**config.mk**
```make
export PLATFORM = sky130hd
export DESIGN_NAME = ccd_core
export DESIGN_NICKNAME = d
export VERILOG_FILES = /design/src/rtl/ccd_alu.v /design/src/rtl/ccd_core.v
export VERILOG_INCLUDE_DIRS = /design/src /design/src/common
export SDC_FILE = /design/constraint.sdc
export NUM_CORES = 1
export LEC_CHECK = 0
export ABC_AREA = 1
export BUFFER_PORTS_ARGS = -buffer_cell sky130_fd_sc_hd__buf_4
export CELL_PAD_IN_SITES_DETAIL_PLACEMENT = 0
export CELL_PAD_IN_SITES_GLOBAL_PLACEMENT = 1
export CORE_AREA = 5 5 80 118
export CTS_CLUSTER_SIZE = 40
export DETAILED_ROUTE_END_ITERATION = 10
export DIE_AREA = 0 0 85 123
export PLACE_DENSITY_LB_ADDON = 0.1
export RECOVER_POWER = 100
export REMOVE_ABC_BUFFERS = 1
export SYNTH_ARGS = -nofsm -noshare
export SYNTH_HDL_FRONTEND = slang
export SYNTH_HIERARCHICAL = 1
export SYNTH_SLANG_ARGS = --single-unit
```
**constraint.sdc**
```tcl
create_clock -name clk -period 2.7 [get_ports clk]
set_clock_uncertainty 0.05 [all_clocks]
set_input_delay 0.27 -clock clk [delete_from_list [all_inputs] [get_ports clk]]
set_output_delay 0.27 -clock clk [all_outputs]
set_load 0.1 [all_outputs]
```
**src/common/ccd_defines.vh**
```
/*
  Constants for the clear, call and decrement executor: opcode patterns,
  field positions, widths and the status page-bit positions.
  Assumes 12-bit instruction words and an 8-bit data path.
*/
`ifndef CCD_DEFINES_VH
`define CCD_DEFINES_VH

`define CCD_IW 12
`define CCD_DW 8
`define CCD_AW 5
`define CCD_PCW 11

// Opcode patterns, compared under the matching mask
`define CCD_OP_CLR_WORK 12'h040
`define CCD_MSK_FULL 12'hFFF
`define CCD_OP_KICK 12'h004
`define CCD_OP_CLR_FILE 12'h060
`define CCD_MSK_CLR_FILE 12'hFE0
`define CCD_OP_INV 12'h240
`define CCD_OP_DEC 12'h0C0
`define CCD_OP_DSZ 12'h2C0
`define CCD_MSK_FD 12'hFC0
`define CCD_OP_CALL 12'h900
`define CCD_MSK_CALL 12'hF00
`define CCD_OP_BTC 12'h600
`define CCD_OP_BTS 12'h700
`define CCD_MSK_BT 12'hF00

// Field positions
`define CCD_F_ADDR 4:0
`define CCD_F_DEST 5
`define CCD_F_BIT 7:5
`define CCD_F_LIT 7:0
`define CCD_ST_PAGE 6:5

// Operation selects for the result unit
`define CCD_ALU_ZERO 2'h0
`define CCD_ALU_INV 2'h1
`define CCD_ALU_DEC 2'h2

`define CCD_B0 1'h0
`define CCD_B1 1'h1
`define CCD_ZERO8 8'h00
`define CCD_PC_ONE 11'h001

`endif

```
**src/rtl/ccd_alu.v**
```verilog
/*
  Result unit: zero, complement or decrement of an 8-bit operand,
  with the zero indication of the result.
  Purely combinational; the caller registers what it needs.
*/
`timescale 1ns/1ps
`include "ccd_defines.vh"

module ccd_alu (
  input wire [1:0] op_sel, // Operation select
  input wire [`CCD_DW-1:0] operand, // File register value
  output reg [`CCD_DW-1:0] result, // Operation result
  output wire result_zero // Result equals zero
);

  always @*
  begin
    case (op_sel)
      `CCD_ALU_INV: result = ~operand;
      // Eight-bit subtract drops the borrow, so 00h wraps to FFh
      `CCD_ALU_DEC: result = operand - `CCD_B1;
      default: result = `CCD_ZERO8;
    endcase
  end

  assign result_zero = (result == `CCD_ZERO8);

endmodule

```
**src/rtl/ccd_core.v**
```verilog
/*
  Executor for clear, call, watchdog kick, complement, decrement and
  decrement-with-skip, plus the discard slot of bit-test skips.
  Assumes one fetched instruction per cycle on instr/instr_valid, a file
  register read port answering combinationally on file_rd_addr, and that
  the register file, status register, stack and watchdog apply the
  one-cycle strobes driven here.
*/
`timescale 1ns/1ps
`include "ccd_defines.vh"

module ccd_core (
  input wire clk, // 50 MHz core clock
  input wire srst, // Synchronous reset, active high
  input wire instr_valid, // Fetched instruction present
  input wire [`CCD_IW-1:0] instr, // Fetched instruction word
  input wire [`CCD_PCW-1:0] pc_in, // Address of the executing instruction
  input wire [`CCD_DW-1:0] status_in, // Current status register
  input wire prescaler_to_wdt, // Prescaler assigned to watchdog
  output wire [`CCD_AW-1:0] file_rd_addr, // File register read address
  input wire [`CCD_DW-1:0] file_rd_data, // File register read data
  output reg [`CCD_DW-1:0] w_q, // Working register
  output reg file_we_q, // File register write strobe
  output reg [`CCD_AW-1:0] file_wa_q, // File register write address
  output reg [`CCD_DW-1:0] file_wd_q, // File register write data
  output reg zero_we_q, // Zero flag write strobe
  output reg zero_val_q, // Zero flag value
  output reg flags_set_q, // Set timeout_flag_n and powerdown_flag_n
  output reg wdt_clr_q, // Clear watchdog_counter
  output reg presc_clr_q, // Clear prescaler
  output reg push_q, // Return stack push strobe
  output reg [`CCD_PCW-1:0] push_addr_q, // Return address pushed
  output reg pc_load_q, // Load program_counter
  output reg [`CCD_PCW-1:0] pc_target_q, // New program_counter value
  output reg discard_q // Current slot executes as a no-operation
);

  ////////////////////////////////////////////////////////////////////////////
  // Decode

  wire live;
  wire is_clear_working;
  wire is_kick;
  wire is_clear_file;
  wire is_inv;
  wire is_dec;
  wire is_dsz;
  wire is_call;
  wire is_btc;
  wire is_bts;
  wire dest_file;
  wire [`CCD_AW-1:0] faddr;
  wire [`CCD_DW-1:0] alu_res;
  wire alu_zero;
  wire tested_bit;
  reg [1:0] alu_sel;
  reg skip_d;

  // A discarded slot behaves as a no-operation whatever was fetched
  assign live = instr_valid & ~discard_q;
  assign is_clear_working = live & ((instr & `CCD_MSK_FULL) == `CCD_OP_CLR_WORK);
  assign is_kick = live & ((instr & `CCD_MSK_FULL) == `CCD_OP_KICK);
  assign is_clear_file = live & ((instr & `CCD_MSK_CLR_FILE) == `CCD_OP_CLR_FILE);
  assign is_inv = live & ((instr & `CCD_MSK_FD) == `CCD_OP_INV);
  assign is_dec = live & ((instr & `CCD_MSK_FD) == `CCD_OP_DEC);
  assign is_dsz = live & ((instr & `CCD_MSK_FD) == `CCD_OP_DSZ);
  assign is_call = live & ((instr & `CCD_MSK_CALL) == `CCD_OP_CALL);
  assign is_btc = live & ((instr & `CCD_MSK_BT) == `CCD_OP_BTC);
  assign is_bts = live & ((instr & `CCD_MSK_BT) == `CCD_OP_BTS);
  assign dest_file = instr[`CCD_F_DEST];
  assign faddr = instr[`CCD_F_ADDR];
  assign file_rd_addr = faddr;
  assign tested_bit = file_rd_data[instr[`CCD_F_BIT]];

  always @*
  begin
    if (is_inv)
      alu_sel = `CCD_ALU_INV;
    else if (is_dec | is_dsz)
      alu_sel = `CCD_ALU_DEC;
    else
      alu_sel = `CCD_ALU_ZERO;
  end

  ccd_alu u_alu (
    .op_sel(alu_sel),
    .operand(file_rd_data),
    .result(alu_res),
    .result_zero(alu_zero)
  );

  // Skip decisions; a call also needs its prefetched successor dropped
  always @*
  begin
    skip_d = `CCD_B0;
    if (is_dsz & alu_zero)
      skip_d = `CCD_B1;
    else if (is_btc & ~tested_bit)
      skip_d = `CCD_B1;
    else if (is_bts & tested_bit)
      skip_d = `CCD_B1;
    else if (is_call)
      skip_d = `CCD_B1;
  end

  ////////////////////////////////////////////////////////////////////////////
  // Working register

  always @(posedge clk)
  begin
    if (srst)
      w_q <= `CCD_ZERO8;
    else if (is_clear_working)
      w_q <= `CCD_ZERO8;
    else if ((is_inv | is_dec | is_dsz) & ~dest_file)
      w_q <= alu_res;
  end

  ////////////////////////////////////////////////////////////////////////////
  // File register write port

  always @(posedge clk)
  begin
    if (srst)
    begin
      file_we_q <= `CCD_B0;
      file_wa_q <= {`CCD_AW{`CCD_B0}};
      file_wd_q <= `CCD_ZERO8;
    end
    else
    begin
      file_we_q <= `CCD_B0;
      file_wa_q <= faddr;
      if (is_clear_file)
      begin
        file_we_q <= `CCD_B1;
        file_wd_q <= `CCD_ZERO8;
      end
      else if ((is_inv | is_dec | is_dsz) & dest_file)
      begin
        file_we_q <= `CCD_B1;
        file_wd_q <= alu_res;
      end
    end
  end

  ////////////////////////////////////////////////////////////////////////////
  // Zero flag

  always @(posedge clk)
  begin
    if (srst)
    begin
      zero_we_q <= `CCD_B0;
      zero_val_q <= `CCD_B0;
    end
    else
    begin
      zero_we_q <= `CCD_B0;
      // Decrement-and-skip never raises the zero strobe
      if (is_clear_working | is_clear_file)
      begin
        zero_we_q <= `CCD_B1;
        zero_val_q <= `CCD_B1;
      end
      else if (is_inv | is_dec)
      begin
        zero_we_q <= `CCD_B1;
        zero_val_q <= alu_zero;
      end
    end
  end

  ////////////////////////////////////////////////////////////////////////////
  // Watchdog kick

  always @(posedge clk)
  begin
    if (srst)
    begin
      wdt_clr_q <= `CCD_B0;
      presc_clr_q <= `CCD_B0;
      flags_set_q <= `CCD_B0;
    end
    else
    begin
      wdt_clr_q <= is_kick;
      presc_clr_q <= is_kick & prescaler_to_wdt;
      flags_set_q <= is_kick;
    end
  end

  ////////////////////////////////////////////////////////////////////////////
  // Call

  always @(posedge clk)
  begin
    if (srst)
    begin
      push_q <= `CCD_B0;
      push_addr_q <= {`CCD_PCW{`CCD_B0}};
      pc_load_q <= `CCD_B0;
      pc_target_q <= {`CCD_PCW{`CCD_B0}};
    end
    else
    begin
      push_q <= is_call;
      pc_load_q <= is_call;
      if (is_call)
      begin
        push_addr_q <= pc_in + `CCD_PC_ONE;
        // Bit 8 forced low: call targets sit in the lower half-page
        pc_target_q <= {status_in[`CCD_ST_PAGE], `CCD_B0, instr[`CCD_F_LIT]};
      end
    end
  end

  ////////////////////////////////////////////////////////////////////////////
  // Discard slot

  always @(posedge clk)
  begin
    if (srst)
      discard_q <= `CCD_B0;
    else
      discard_q <= skip_d;
  end

endmodule

```
# Yosys cells after proc, flatten, opt, wreduce, memory -nomap -nowiden
# Index checks and enable logic that the tools add are counted.
[totals] reg_bits=49 word_cells=69 in_bits=43 output_inout_bits=57
[classes] muxes=15 bitwise_logic=24 eq_ne=11 n_addsub=2 n_lt_le_gt_ge=1 n_reduce_logical=4
[ops] cell="AND 1 bit" count=16
[ops] cell="case mux 8 bit (2 select lines)" count=1
[ops] cell="equality test 12 x 3 -> 1 bit, second input constant" count=1
[ops] cell="equality test 12 x 7 -> 1 bit, second input constant" count=1
[ops] cell="equality test 6 x 4 -> 1 bit, second input constant" count=2
[ops] cell="adder 11 x 1 -> 11 bit, second input constant" count=1
[ops] cell="2-to-1 mux 1 bit" count=11
[ops] cell="equality test 4 x 3 -> 1 bit, second input constant" count=2
[ops] cell="logical NOT 8 bit" count=1
[ops] cell="NOT 8 bit" count=1
[ops] cell="subtractor 8 x 1 -> 8 bit, second input constant" count=1
[ops] cell="equality test 7 x 2 -> 1 bit, second input constant" count=1
[ops] cell="equality test 6 x 2 -> 1 bit, second input constant" count=1
[ops] cell="equality test 4 bit, second input constant" count=1
[ops] cell="< comparator 3 x 4 -> 1 bit, second input constant" count=1
[ops] cell="2-to-1 mux 2 bit" count=2
[ops] cell="bitwise OR 1 bit" count=4
[ops] cell="OR reduction 2 bit" count=2
[ops] cell="binary-select mux 1 bit (select 3 bit)" count=1
[ops] cell="NOT 1 bit" count=3
[ops] cell="equality test 2 x 1 -> 1 bit, second input constant" count=1
[ops] cell="equality test 2 bit, second input constant" count=1
[ops] cell="nonzero test 2 bit" count=1

# Logic depth before layout (Yosys ltp)
# Gate-level depths: netlist of the first run.
[depth] ltp_word=11 ltp_mapped=23 mapped_depth_nobuf=22

# Cells and area by module
# Netlist of the first run, hierarchy kept.
[by_module_without_submodules] module="ccd_core" cells_each=329 seq_area_each_um2=980.9 area_per_inst_um2=2337.2 n_inst=1
[by_module_without_submodules] module="ccd_alu" cells_each=84 seq_area_each_um2=0.0 area_per_inst_um2=394.1 n_inst=1

# Worst setup path before layout of the first run
# Ideal clock, no wire load.
[synth_timing] path_type="reg-to-reg" startpoint="reg discard_q" endpoint="reg discard_q" path_stages_with_launch=21 slack_ns=-0.003 required_ns=2.521 arrival_ns=2.524 setup_time_ns=0.129 synth_period_minus_slack_ns=2.703 n_path_buf=0 path_cell_list="dfxtp_1 inv_2 nand2_2 nor2_2 nand2_2 nand2_1 ha_1 inv_1 nand2_2 a21oi_1 nand2_1 nand3_1 nor2_1 nand2_1 nor2_2 inv_1 o21ai_0 inv_1 nand2_1 nor2_1 nor2_1"
[synth_between] elab_chain_len=11 word_cells_on_any_way=22 cone_classes="2 x eq/ne; 7 x mux; 12 x bitwise; 1 x reduce/logical"
[synth_lines] element="start, declared" line_no="ccd_core.v:35" rtl="output reg discard_q"
[synth_lines] element="start signal, assigned" line_no="ccd_core.v:224" rtl="discard_q <= `CCD_B0;"
[synth_lines] element="start signal, assigned" line_no="ccd_core.v:226" rtl="discard_q <= skip_d;"
[synth_lines] element="NOT 1 bit (*)" line_no="ccd_core.v:60" rtl="assign live = instr_valid & ~discard_q;"
[synth_lines] element="AND 1 bit (*)" line_no="ccd_core.v:60"
[synth_lines] element="AND 1 bit (on tied branches)" line_no="ccd_core.v:65, ccd_core.v:66"
[synth_lines] element="bitwise OR 1 bit" line_no="ccd_core.v:79" rtl="else if (is_dec | is_dsz)"
[synth_lines] element="2-to-1 mux 2 bit" line_no="ccd_core.v:79"
[synth_lines] element="2-to-1 mux 2 bit (*)" line_no="ccd_core.v:77" rtl="if (is_inv)"
[synth_lines] element="named net alu_sel[1]" line_no="ccd_core.v:56" rtl="reg [1:0] alu_sel;"
[synth_lines] element="equality test 2 bit / equality test 2 x 1 -> 1 bit (equally long branches)" line_no="ccd_alu.v:18" rtl="case (op_sel)"
[synth_lines] element="case mux 8 bit (2 select lines) (*)" line_no="ccd_alu.v:18"
[synth_lines] element="logical NOT 8 bit (no line) (*)"
[synth_lines] element="named net alu_zero" line_no="ccd_core.v:54" rtl="wire alu_zero;"
[synth_lines] element="AND 1 bit (*)" line_no="ccd_core.v:96" rtl="if (is_dsz & alu_zero)"
[synth_lines] element="2-to-1 mux 1 bit (*)" line_no="ccd_core.v:96"
# Mark *: on every way through the listed nets, which the timed path passes. The rest lies on a longest branch.
# A chain may end at the register's enable or synchronous reset.

# Worst setup path after layout of the first run
[layout_timing] startpoint="reg discard_q" endpoint="reg discard_q"
[layout_between] word_cells_on_any_way=22 cone_classes="2 x eq/ne; 7 x mux; 12 x bitwise; 1 x reduce/logical"
[layout_rtl] element="NOT 1 bit (*)" line_no="ccd_core.v:60"
[layout_rtl] element="AND 1 bit (*)" line_no="ccd_core.v:60"
[layout_rtl] element="AND 1 bit (*)" line_no="ccd_core.v:64" rtl="assign is_inv = live & ((instr & `CCD_MSK_FD) == `CCD_OP_INV);"
[layout_rtl] element="2-to-1 mux 2 bit (*)" line_no="ccd_core.v:77"
[layout_rtl] element="named net alu_sel[0]" line_no="ccd_core.v:56"
[layout_rtl] element="equality test 2 bit / equality test 2 x 1 -> 1 bit (equally long branches)" line_no="ccd_alu.v:18"
[layout_rtl] element="case mux 8 bit (2 select lines) (*)" line_no="ccd_alu.v:18"
[layout_rtl] element="logical NOT 8 bit (no line) (*)"
[layout_rtl] element="named net alu_zero" line_no="ccd_core.v:54"
[layout_rtl] element="AND 1 bit (*)" line_no="ccd_core.v:96"
[layout_rtl] element="2-to-1 mux 1 bit (*)" line_no="ccd_core.v:96"
# Marked as above.

==> out/results.txt, run 1 <==
For the number of detailed-route iterations in the first pass, the log shows 4. The share of final-layout standard cells stronger than drive strength 1 was 0.152. The number of synthesized register bits was 49. Setup repair after global routing left no endpoint under its margin. The highest ir drop seen on vdd is 0.000271 V, and the number of placed I/O pins is 100. The layout overhead on the synthesized area was 22.1%.

The die outline width works out to 85 um. Maximum number of pins on one net before global-route repair: 39. The final antenna-violating net count is 0, and the detailed-route wire length per cell is 12.4 um. The total congestion overflow was 0; the initial cell density of the core was 0.329. The count of nets after finishing was 539; the final setup slack of the worst path was 264 ps.

STA puts the critical path data arrival time at 2560 ps. For this design the static power due to leakage is 1.59 nW. Buffers added to address setup during post-CTS repair amount to 0.

The clock tree synthesis step divided the H-tree into 2 levels. Ratio of final minimum period to clock period: 0.902. The synthesized-area fraction occupied by and/or/nand/nor cells was 0.354. The count of distinct cell types in the synthesized netlist is 34.

The first routing iteration left 107 violations. The run gives 0.784 as the final weighted congestion of routability-driven global placement. Leaving out fill and tap cells, the most frequent cell in the layout is sky130_fd_sc_hd__nand2_1. The number of antenna violations at the first check in global routing was 0; the final number of setup-violating endpoints was 0. The run finished with clean final reports. The clock-pin slew of the registers on the worst-case setup and hold paths was 60 ps; the warning count from the yosys run was 6.

The adder-cell area share of the yosys netlist came out at 0.0183. The combined global-route utilization of all metal layers came out at 0.147. The critical path is of the reg -> reg type. The tools report the kind of capture point of the worst setup path as a flop. The library cells used most frequently in the layout, excluding fill and tap cells, are sky130_fd_sc_hd__nand2_1 (94), sky130_fd_sc_hd__inv_1 (62), sky130_fd_sc_hd__nor2_1 (57), sky130_fd_sc_hd__clkbuf_1 (57), sky130_fd_sc_hd__dfxtp_1 (49). The logs give 0 for the number of violations of the max-capacitance limit and 2631 for the number of global-route vias before repair. Clock tree synthesis inserted a total of 5 buffers.

The path class of the tightest hold or removal check is in -> reg. The number of cells on the worst reg-to-reg path was 21. Number of port buffers: 92. In the synthesized netlist the dominant register cell turns out to be sky130_fd_sc_hd__dfxtp_1. The worst setup path is launched from a flop.

For this run, design rule violations remaining after detail routing come to 0. The first global-routing pass estimated 12100 um of wire. The post-synthesis cell count is 413, and the cell area after synthesis is 2730 sq um.

The power density over cell area came out at 537 nW/um^2. STA puts the critical path data required time at 2820 ps. The maximum count of clock buffers along a single path is 2, and the antenna cell count is 0. The post-layout utilization of the core is 0.401, and the post-layout instance count excluding filler cells is 600. The multiplexer area fraction after synthesis came out at 0. For this run, the top clock speed supported by timing is 410 MHz. Averaged over all synthesized cells, the footprint is 6.61 sq um.

The compound-cell area share of the yosys netlist came out at 0.0971. The wire-length estimate of the detail-placed layout is 5820 um. Yosys mapped a number of flops with a built-in enable equal to 0. The clock latency on the worst-skew pair was 280 ps. The core region is 8310 sq um. Counting tap cells, the placed design contains a total of 592 instances. The die height works out to 123 um. Worst max-slew margin expressed relative to the limit: 0.191. The run gives 7430 um as the routed wire length.

The post-synthesis xor/xnor area fraction came out at 0.0160. The maximum fanout count along the critical path is 6. The detailed router placed 2665 vias in this run. The hold path depth was 2; the share of flip-flops with an asynchronous set or reset was 0.

For the pin with the worst max-slew slack, the measured transition is 1220 ps. Clock tree synthesis found a total of 49 sinks. The die covers 10500 sq um. Total power: 1.79 mW. The smallest clock period supported by the final layout is computed as 2440 ps. The floorplan has 41 rows.

The post-synthesis sequential area ratio was 0.359. The run gives 0 as the final number of max-transition violations. TritonCTS built the clock tree. After synthesis, the largest family of logic cells by area is simple AND/OR/NAND/NOR gates. Gates resized during post-CTS repair numbered 0. Prior to clock tree synthesis, the placed netlist has a worst setup slack of 126 ps. Hold repair after CTS inserted 0 buffers. The run gives 0 as the number of failing hold endpoints at the final stage.

For the final hold slack, the log shows 130 ps. The clock tree root driver cell was sky130_fd_sc_hd__clkbuf_16. After detailed routing, the number of vias per cell comes to 4.44.
-- final timing paths --
path	slack [ps]	from	to
max	260	discard_q$_SDFF_PP0_	discard_q$_SDFF_PP0_
min	130	pc_in[0]	push_addr_q[0]$_SDFFE_PP0P_
max reg2reg	260	discard_q$_SDFF_PP0_	discard_q$_SDFF_PP0_
min reg2reg	420	w_q[0]$_SDFFE_PP0P_	w_q[0]$_SDFFE_PP0P_
-- layout make-up --
| cell class | instances | area [sq um] |
|---|---|---|
| Fill cell | 963 | 4980 |
| Sequential cell | 49 | 981 |
| Clock buffer | 7 | 143 |
| Inverter | 71 | 269 |
| Multi-Input combinational cell | 273 | 1300 |
| Timing Repair Buffer | 92 | 480 |
| Tap cell | 107 | 134 |
| Clock inverter | 1 | 30.0 |
-- per-stage QoR --
step | cell area (sq um) | TNS [ps]
floorplan | 2580 | -2.42
finish | 3330 | 0
global route | 3330 | 0
detailed placement | 3400 | 0
global placement | 3400 | 0
CTS | 3580 | 0
-- worst max-delay path, cell delays in order (launching register included) --
cell	delay, ps
sky130_fd_sc_hd__dfxtp_1	330
sky130_fd_sc_hd__inv_2	50
sky130_fd_sc_hd__nand2_2	70
sky130_fd_sc_hd__inv_1	170
sky130_fd_sc_hd__nand3_2	130
sky130_fd_sc_hd__inv_1	90
sky130_fd_sc_hd__inv_1	50
sky130_fd_sc_hd__ha_1	300
sky130_fd_sc_hd__inv_1	160
sky130_fd_sc_hd__nand2_2	80
sky130_fd_sc_hd__a21oi_1	110
sky130_fd_sc_hd__nand2_1	100
sky130_fd_sc_hd__nand3_1	80
sky130_fd_sc_hd__nor2_1	40
sky130_fd_sc_hd__nand2_1	70
sky130_fd_sc_hd__nor2_2	30
sky130_fd_sc_hd__inv_1	80
sky130_fd_sc_hd__o21ai_0	100
sky130_fd_sc_hd__inv_1	70
sky130_fd_sc_hd__nand2_1	50
sky130_fd_sc_hd__nor2_1	80
sky130_fd_sc_hd__nor2_1	40
-- cell usage after synthesis (all sizes together), types with 2 or more instances --
| cell type | instances | area share |
|---|---|---|
| a21oi | 25 | 0.053 |
| and2 | 2 | 0.0046 |
| buf | 15 | 0.048 |
| clkbuf | 5 | 0.0073 |
| clkinv | 2 | 0.0037 |
| dfxtp | 49 | 0.36 |
| ha | 4 | 0.018 |
| inv | 69 | 0.095 |
| nand2 | 101 | 0.15 |
| nand3 | 35 | 0.072 |
| nand4 | 4 | 0.011 |
| nor2 | 66 | 0.099 |
| nor3 | 5 | 0.013 |
| o21a | 3 | 0.0082 |
| o21ai | 19 | 0.036 |
| xor2 | 4 | 0.013 |
-- logic make-up (layout without fill, tap and decap cells) --
kind of cell	count (synthesis)	in the layout
adders and majority gates	4	4
AOI/OAI and AO/OA	47	47
buffers and inverters	91	171
xor gates and xnor gates	5	5
DFF	49	49
and+or+nand+nor	216	216
other	1	1
-- routing by layer --
layer | share of wire | wire, um | GRT usage | vias up
li1 | - | - | - | 1414
met1 | 0.39 | 2880 | 0.151 | 1175
met2 | 0.53 | 3950 | 0.278 | 68
met3 | 0.069 | 512 | 0.0487 | 8
met4 | 0.012 | 89 | 0.0446 | 0
met5 | 0 | 0 | 0 | -
-- where the power goes --
group | internal [mW] | total (mW) | switching (mW) | leakage, nW
Sequential | 0.737 | 0.743 | 0.00588 | 0.397
Clock | 0.463 | 0.727 | 0.264 | 0.0841
Combinational | 0.0755 | 0.322 | 0.247 | 1.11
Total | 1.28 | 1.79 | 0.517 | 1.59
-- sequential cells by signal (all words and copies together) (netlist names), 5 cells and up --
register and cells:
pc_target_q 10, file_wa_q 5, file_wd_q 8, push_addr_q 11
w_q 8
Power figures use the tool's default switching activity.
==> run 2: changes to the inputs <==
Clock period 2.7 ns to 2.4 ns, I/O delays scaled along.
==> out/results.txt, run 2 (synthesis results as in run 1) <==
Number of port buffers: 92 (unchanged). The total die area is 10500 sq um (unchanged), and the number of placed I/O pins is 100 (unchanged). The tools report the total clock buffers created by CTS as 5 (unchanged). The logs give 2759 (was 2665) for the via count and 2530 ps (was 2820 ps) for the critical path data required time. The worst max-slew margin expressed relative to the limit was 0.196 (was 0.191); the internal power of the cells was 1.33 mW (was 1.28 mW).

Cell depth of the worst setup path: 20 (was 21). The switching part of the total power was 0.305 (was 0.288); the sequential fraction of design power was 0.436 (was 0.414). The die height works out to 123 um (unchanged). Leading registers by flop count: push_addr_q: 11 flops, pc_target_q: 10 flops (unchanged).

The most common library cell in the layout ignoring fill and taps is sky130_fd_sc_hd__nand2_1 (unchanged). The critical path's largest stage delay is 330 ps (about the same). The H-tree depth reported by CTS is 2 (unchanged).

The via density per instance is 4.45 (was 4.44), and the clock sink total is 49 (unchanged). The final period demand of the worst path is 2180 ps (was 2440 ps). The final number of max-transition violations was 0 (unchanged); the DRC violation count after routing was 0 (unchanged). The number of cells on the worst reg-to-reg path was 20 (was 21). The tools report the worst setup path endpoint as discard_q$_SDFF_PP0_ (unchanged). The final weighted congestion of routability-driven global placement was 0.797 (was 0.784); the die outline width was 85 um (unchanged). The arrival time of data at the critical path endpoint is 2310 ps (was 2560 ps), and the detailed placer's ending HPWL is 5990 um (was 5820 um). Start point of the critical path: discard_q$_SDFF_PP0_ (unchanged). The logs give 0 (unchanged) for the number of antenna violations at the first check in global routing and 2705 (was 2631) for the number of global-route vias before repair. The total congestion overflow was 0 (unchanged). The type of the worst setup path was reg -> reg (unchanged). The number of detailed-route iterations in the first pass was 4 (unchanged); the clock-pin slew of the registers on the worst-case setup and hold paths was 60 ps (about the same). The number of violations of the max-capacitance limit came out at 0 (unchanged). The power density over cell area was 546 nW/um^2 (was 537 nW/um^2); the area of the placeable core was 8310 sq um (unchanged).

Commonest cells after routing, fill and taps aside: sky130_fd_sc_hd__nand2_1 (93), sky130_fd_sc_hd__inv_1 (58), sky130_fd_sc_hd__nor2_1 (57), sky130_fd_sc_hd__clkbuf_1 (57), sky130_fd_sc_hd__buf_4 (56) (was sky130_fd_sc_hd__nand2_1 (94), sky130_fd_sc_hd__inv_1 (62), sky130_fd_sc_hd__nor2_1 (57), sky130_fd_sc_hd__clkbuf_1 (57), sky130_fd_sc_hd__dfxtp_1 (49)). Detailed-route wire length per cell: 12.1 um (was 12.4 um). The worst min-delay path category was in -> reg (unchanged).

The logs give 620 (was 600) for the post-layout instance count excluding filler cells and 0 (unchanged) for the final antenna-violating net count. Initial cell density of the core: 0.329 (unchanged). Slowest library cell on the worst path: sky130_fd_sc_hd__dfxtp_1 (unchanged). The run gives 290 ps (was 280 ps) as the clock latency on the worst-skew pair. The start of the worst register-to-register path is discard_q$_SDFF_PP0_ (unchanged). The number of failing hold endpoints at the final stage is 0 (unchanged).

The pin slew with the least headroom to its limit was 1210 ps (was 1220 ps). TritonCTS built the clock tree. CP Cell Sequence: inv_2 > nand2_4 > nor2_4 > nand2_2 > nand2_1 > ha_2 > inv_2 > nand2_2 > a21oi_1 > nand2_1 > nand3_1 > nor2_1 > nand2_1 > nor2_2 > inv_2 > o21ai_2 > inv_1 > nand2_1 > nor2_1 > nor2_1 (was inv_2 > nand2_2 > inv_1 > nand3_2 > inv_1 > inv_1 > ha_1 > inv_1 > nand2_2 > a21oi_1 > nand2_1 > nand3_1 > nor2_1 > nand2_1 > nor2_2 > inv_1 > o21ai_0 > inv_1 > nand2_1 > nor2_1 > nor2_1). The cell area after layout was 3500 sq um (was 3330 sq um); the combined global-route utilization of all metal layers was 0.147 (about the same). Share of total power in combinational logic: 0.196 (was 0.180).

The flow ran to the end, and the final reports show no timing, DRC or antenna violations. For the switching power, the log shows 0.583 mW (was 0.517 mW). Post-placement worst setup slack: -80.1 ps (was 126 ps). Largest register by flop count: push_addr_q (unchanged).

The tools report the count of routing violations after the opening detailed-route iteration as 105 (was 107). The tools report the startpoint of the most critical hold path as pc_in[0] (unchanged). The routed wire length is 7500 um (was 7430 um), and the highest ir drop seen on vdd is 0.000389 V (was 0.000271 V). The final number of setup-violating endpoints came out at 0 (unchanged). The largest delay contributor family on the critical path was simple AND/OR/NAND/NOR gates (unchanged).

The kind of capture point of the worst setup path was a flop (unchanged). The flip-flop count of the largest register, all copies and words added works out to 11 (unchanged). The count of nets after finishing is 560 (was 539), and the share of final-layout standard cells stronger than drive strength 1 is 0.207 (was 0.152). The clock tree root driver cell was sky130_fd_sc_hd__clkbuf_16 (unchanged). The tools report the startpoint type of the worst setup path as a flop (unchanged). The buffers plus inverters on the worst setup path was 4 (was 7). The library cell appearing most often on the critical path was sky130_fd_sc_hd__nand2_1 (was sky130_fd_sc_hd__inv_1). The hold path depth came out at 2 (unchanged). The logs give 3550 sq um (was 3400 sq um) for the total cell area at the placement stage and 0.368 (was 0.406) for the clock network fraction of total power. The final-layout setup total negative slack came out at 0 ps (unchanged).

The maximum count of clock buffers along a single path was 2 (unchanged); the antenna cell count was 0 (unchanged). The register-to-register setup slack is 220 ps (was 260 ps), and the wire length of the first global-routing pass is 12400 um (was 12100 um). The ratio of final minimum period to clock period is 0.910 (was 0.902). The final setup slack of the worst path is 216 ps (was 264 ps), and the count of standard-cell rows is 41 (unchanged).

The highest clock frequency the design can meet came out at 458 MHz (was 410 MHz). The maximum fanout count along the critical path came out at 6 (unchanged). The layout overhead on the synthesized area came out at 28.3% (was 22.1%). The endpoint of the worst register-to-register path is discard_q$_SDFF_PP0_ (unchanged).

The run gives 612 (was 592) as the cell count after placement. The logs give 1.68 nW (was 1.59 nW) for the reported leakage power and 39 (unchanged) for the maximum number of pins on one net before global-route repair. The total power is 1.92 mW (was 1.79 mW).
[run 2: changes by cell type in the layout (fill, tap and decap cells not counted), sizes merged]
cell      previous run  this run
clkinv               0         1
clkinvlp             2         1
buf                 36        56
bufinv               1         0
inv                 69        70
[run 2: cell type report]
type                       count  area, sq um
timing repair buffer         113          634
multi-input combinational    273         1340
sequential                    49          981
clock buffer                   6          139
fill                         974         4810
inverter                      71          268
clock inverter                 1         7.51
tap                          107          134
[run 2: worst min-delay path by stage]
stage	end	slack [ps]
global route	push_addr_q[0]$_SDFFE_PP0P_	100
floorplan	pc_target_q[10]$_SDFFE_PP0P_	250
global placement	push_addr_q[0]$_SDFFE_PP0P_	390
finish	push_addr_q[0]$_SDFFE_PP0P_	100
detailed placement	push_addr_q[0]$_SDFFE_PP0P_	400
CTS	push_addr_q[0]$_SDFFE_PP0P_	90
[run 2: power by group through the flow]
| stage | Clock, mW | Combinational, mW | Sequential (mW) |
|---|---|---|---|
| after floorplan | 0 | 0.106 | 0.970 |
| after global placement | 0 | 0.395 | 0.854 |
| after global routing | 0.769 | 0.406 | 0.837 |
| after CTS | 0.739 | 0.396 | 0.836 |
| final | 0.705 | 0.375 | 0.836 |
| after detailed placement | 0 | 0.396 | 0.854 |
[run 2: metal layers]
metal / part of all wire / vias to the layer above / GRT usage
met5: 0 / - / 0
met4: 0.015 / 0 / 0.0436
met3: 0.060 / 9 / 0.0433
met2: 0.53 / 66 / 0.277
met1: 0.40 / 1229 / 0.155
li1: - / 1455 / -
[run 2: repair_timing]
action | in CTS | in global routing
endpoints found under the setup margin | 0 | 2
setup buffers | 0 | 2
hold buffers | 0 | 0
hold endpoints to repair | 0 | 0
resized for setup | 0 | 12
[run 2: through the flow]
step                hold WS, ps   util
floorplan                   252      -
global placement            395  0.428
detailed placement          399  0.428
CTS                        91.3  0.445
global route                100  0.422
finish                     98.1  0.422
==> run 3: changes to the inputs <==
==> constraint.sdc (replaced) <==
create_clock -name clk -period 2.4 [get_ports clk]
set_clock_uncertainty 0.05 [all_clocks]
set_input_delay 0.48 -clock clk [delete_from_list [all_inputs] [get_ports clk]]
set_output_delay 0.48 -clock clk [all_outputs]
set_load 0.01 [all_outputs]
==> out/results.txt, run 3 (synthesis results as in run 1) <==
The final setup slack of the worst path came out at 204 ps (was 216 ps). Leading registers by flop count: push_addr_q: 11 flops, pc_target_q: 10 flops (unchanged). The ratio of final minimum period to clock period is 0.915 (was 0.910), and the number of failing hold endpoints at the final stage is 0 (unchanged). The die outline width came out at 85 um (unchanged). The tools report the count of nets after finishing as 567 (was 560). For the number of detailed-route iterations in the first pass, the log shows 4 (unchanged). The startpoint type of the worst setup path was an input port (was a flop). The buffers plus inverters on the worst setup path was 7 (was 4). Largest register by flop count: push_addr_q (unchanged). The initial cell density of the core was 0.329 (unchanged). The worst min-delay path category was in -> reg (unchanged). DRC violation count after routing: 0 (unchanged).

The power density over cell area was 492 nW/um^2 (was 546 nW/um^2); the critical path's largest stage delay was 250 ps (was 330 ps). Commonest cells after routing, fill and taps aside: sky130_fd_sc_hd__nand2_1 (90), sky130_fd_sc_hd__inv_1 (61), sky130_fd_sc_hd__clkbuf_1 (59), sky130_fd_sc_hd__buf_4 (59), sky130_fd_sc_hd__nor2_1 (56) (was sky130_fd_sc_hd__nand2_1 (93), sky130_fd_sc_hd__inv_1 (58), sky130_fd_sc_hd__nor2_1 (57), sky130_fd_sc_hd__clkbuf_1 (57), sky130_fd_sc_hd__buf_4 (56)). The number of port buffers was 92 (unchanged); the final antenna-violating net count was 0 (unchanged).

The final-layout setup total negative slack is 0 ps (unchanged), and the via count is 2773 (was 2759). The highest ir drop seen on vdd was 0.000365 V (was 0.000389 V); the number of antenna violations at the first check in global routing was 0 (unchanged). The worst max-slew margin expressed relative to the limit was 0.613 (was 0.196). The clock-pin slew of the registers on the worst-case setup and hold paths was 70 ps (was 60 ps); the reported leakage power was 1.72 nW (was 1.68 nW).

TritonCTS built the clock tree. The tools report the final number of setup-violating endpoints as 0 (unchanged). The number of global-route vias before repair came out at 2760 (was 2705).

The detailed-route wire length per cell is 11.9 um (was 12.1 um), and the final period demand of the worst path is 2200 ps (was 2180 ps). Setup repair after global routing left no endpoint under its margin. The die height came out at 123 um (unchanged).

The slowest library cell on the worst path was sky130_fd_sc_hd__ha_4 (was sky130_fd_sc_hd__dfxtp_1). The switching part of the total power came out at 0.252 (was 0.305). For the clock sink total, the log shows 49 (unchanged). The run gives 81 (was 105) as the count of routing violations after the opening detailed-route iteration.

Wire length of the first global-routing pass: 12500 um (was 12400 um). The tools report the clock tree root driver cell as sky130_fd_sc_hd__clkbuf_16 (unchanged). The logs give 0.149 (was 0.147) for the combined global-route utilization of all metal layers and 100 (unchanged) for the number of placed I/O pins. The via density per instance was 4.42 (was 4.45); the share of final-layout standard cells stronger than drive strength 1 was 0.215 (was 0.207).

The most common library cell in the layout ignoring fill and taps is sky130_fd_sc_hd__nand2_1 (unchanged). The sequential fraction of design power was 0.476 (was 0.436). The maximum fanout count along the critical path was 6 (unchanged). CP Cell Sequence: buf_4 > inv_2 > nand2_2 > nor2_4 > nand3_2 > inv_2 > inv_1 > ha_4 > inv_4 > nand2_2 > a21oi_1 > nand2_1 > nand3_1 > nor2_1 > nand2_1 > nor2_2 > inv_2 > o21ai_2 > inv_1 > nand2_1 > nor2_1 > nor2_1 (was inv_2 > nand2_4 > nor2_4 > nand2_2 > nand2_1 > ha_2 > inv_2 > nand2_2 > a21oi_1 > nand2_1 > nand3_1 > nor2_1 > nand2_1 > nor2_2 > inv_2 > o21ai_2 > inv_1 > nand2_1 > nor2_1 > nor2_1). Flip-flop count of the largest register, all copies and words added: 11 (unchanged). The number of violations of the max-capacitance limit is 0 (unchanged). The clock latency on the worst-skew pair was 290 ps (about the same).

The final weighted congestion of routability-driven global placement is 0.827 (was 0.797). The highest clock frequency the design can meet is 455 MHz (was 458 MHz). The type of the worst setup path is in -> reg (was reg -> reg).

For the total congestion overflow, the log shows 0 (unchanged). For the total die area, the log shows 10500 sq um (unchanged). The layout overhead on the synthesized area is 30.8% (was 28.3%), and the area of the placeable core is 8310 sq um (unchanged). The flow ran to the end, and the final reports show no timing, DRC or antenna violations. The internal power of the cells was 1.31 mW (was 1.33 mW). The pin slew with the least headroom to its limit came out at 579 ps (was 1210 ps). The run gives 0 (unchanged) as the final number of max-transition violations. The switching power was 0.442 mW (was 0.583 mW); the count of standard-cell rows was 41 (unchanged). Final hold slack: 338 ps (was 98.1 ps). The routed wire length was 7460 um (was 7500 um); the post-placement worst setup slack was -284 ps (was -80.1 ps).

The share of total power in combinational logic came out at 0.134 (was 0.196). The kind of capture point of the worst setup path was a flop (unchanged). The maximum number of pins on one net before global-route repair is 19 (was 39), and the H-tree depth reported by CTS is 2 (unchanged). The tools report the maximum count of clock buffers along a single path as 2 (unchanged). The largest delay contributor family on the critical path is simple AND/OR/NAND/NOR gates (unchanged). The detailed placer's ending HPWL was 6050 um (was 5990 um); the total clock buffers created by CTS was 5 (unchanged). The logs give 0.390 (was 0.368) for the clock network fraction of total power and 0 (unchanged) for the antenna cell count. The arrival time of data at the critical path endpoint came out at 2320 ps (was 2310 ps). The run gives 2530 ps (about the same) as the critical path data required time.
==> run 3: changes by cell type in the layout (fill, tap and decap cells not counted), sizes merged <==
cell / delta
buf: +3
clkinv: -1
inv: +1
clkbuf: +5
==> run 3: timing repair <==
action | in CTS | in global routing
setup buffers | 0 | 2
gates resized for setup | 0 | 21
endpoints found under the setup margin | 0 | 2
hold buffers | 0 | 0
==> run 3: power groups by stage <==
stage	combinational, mW	sequential, mW	clock, mW
4_1_cts	0.254	0.836	0.716
2_1_floorplan	0.0998	0.862	0
3_3_place_gp	0.252	0.854	0
3_5_place_dp	0.253	0.855	0
5_1_grt	0.269	0.837	0.753
6_report	0.236	0.836	0.686
==> run 3: metrics by stage <==
step           utilization  cell area [sq um]  power, mW  instances
4_1_cts              0.450               3740       1.81        626
3_3_place_gp         0.433               3600       1.11        618
6_report             0.430               3570       1.76        628
2_1_floorplan            -               2580      0.961        393
3_5_place_dp         0.433               3600       1.11        618
5_1_grt              0.430               3570       1.86        628
==> run 3: path summary, 6_finish.rpt <==
check | from | to | slack, ps | depth (start not counted)
max | instr[10] | discard_q$_SDFF_PP0_ | 200 | 22
min | pc_in[0] | push_addr_q[0]$_SDFFE_PP0P_ | 340 | 2
max reg2reg | discard_q$_SDFF_PP0_ | discard_q$_SDFF_PP0_ | 240 | 22
min reg2reg | push_addr_q[1]$_SDFFE_PP0P_ | push_addr_q[1]$_SDFFE_PP0P_ | 410 | 2
==> run 3: worst reg2reg max path, cell delays in order (launching register included) <==
cell	delay (ps)
sky130_fd_sc_hd__dfxtp_1	320
sky130_fd_sc_hd__inv_2	70
sky130_fd_sc_hd__nand2_4	60
sky130_fd_sc_hd__nor2_4	130
sky130_fd_sc_hd__nand2_2	70
sky130_fd_sc_hd__nand2_2	90
sky130_fd_sc_hd__inv_1	70
sky130_fd_sc_hd__ha_4	190
sky130_fd_sc_hd__inv_2	60
sky130_fd_sc_hd__nand2_2	60
sky130_fd_sc_hd__nand2_2	60
sky130_fd_sc_hd__a21oi_1	40
sky130_fd_sc_hd__nand2_1	90
sky130_fd_sc_hd__nand3_1	70
sky130_fd_sc_hd__nor2_1	90
sky130_fd_sc_hd__nand2_1	70
sky130_fd_sc_hd__nor2_2	90
sky130_fd_sc_hd__inv_2	50
sky130_fd_sc_hd__o21ai_2	120
sky130_fd_sc_hd__inv_1	70
sky130_fd_sc_hd__nand2_1	60
sky130_fd_sc_hd__nor2_1	40
sky130_fd_sc_hd__nor2_1	80
==> run 3: layout make-up <==
cell class,instances,area [sq um]
fillers,958,4740
multi-input cells,273,1370
flip-flops and latches,49,981
repair buffers,120,682
inverters,71,269
well taps,107,134
clock buffers,7,133
clock inverters,1,7.51
==> run 3: routing by layer <==
layer / global-route usage / vias to the layer above / routed length [um]
li1: - / 1471 / -
met1: 0.157 / 1223 / 2930
met2: 0.281 / 68 / 3990
met3: 0.0420 / 11 / 407
met4: 0.0446 / 0 / 129
met5: 0 / - / 0
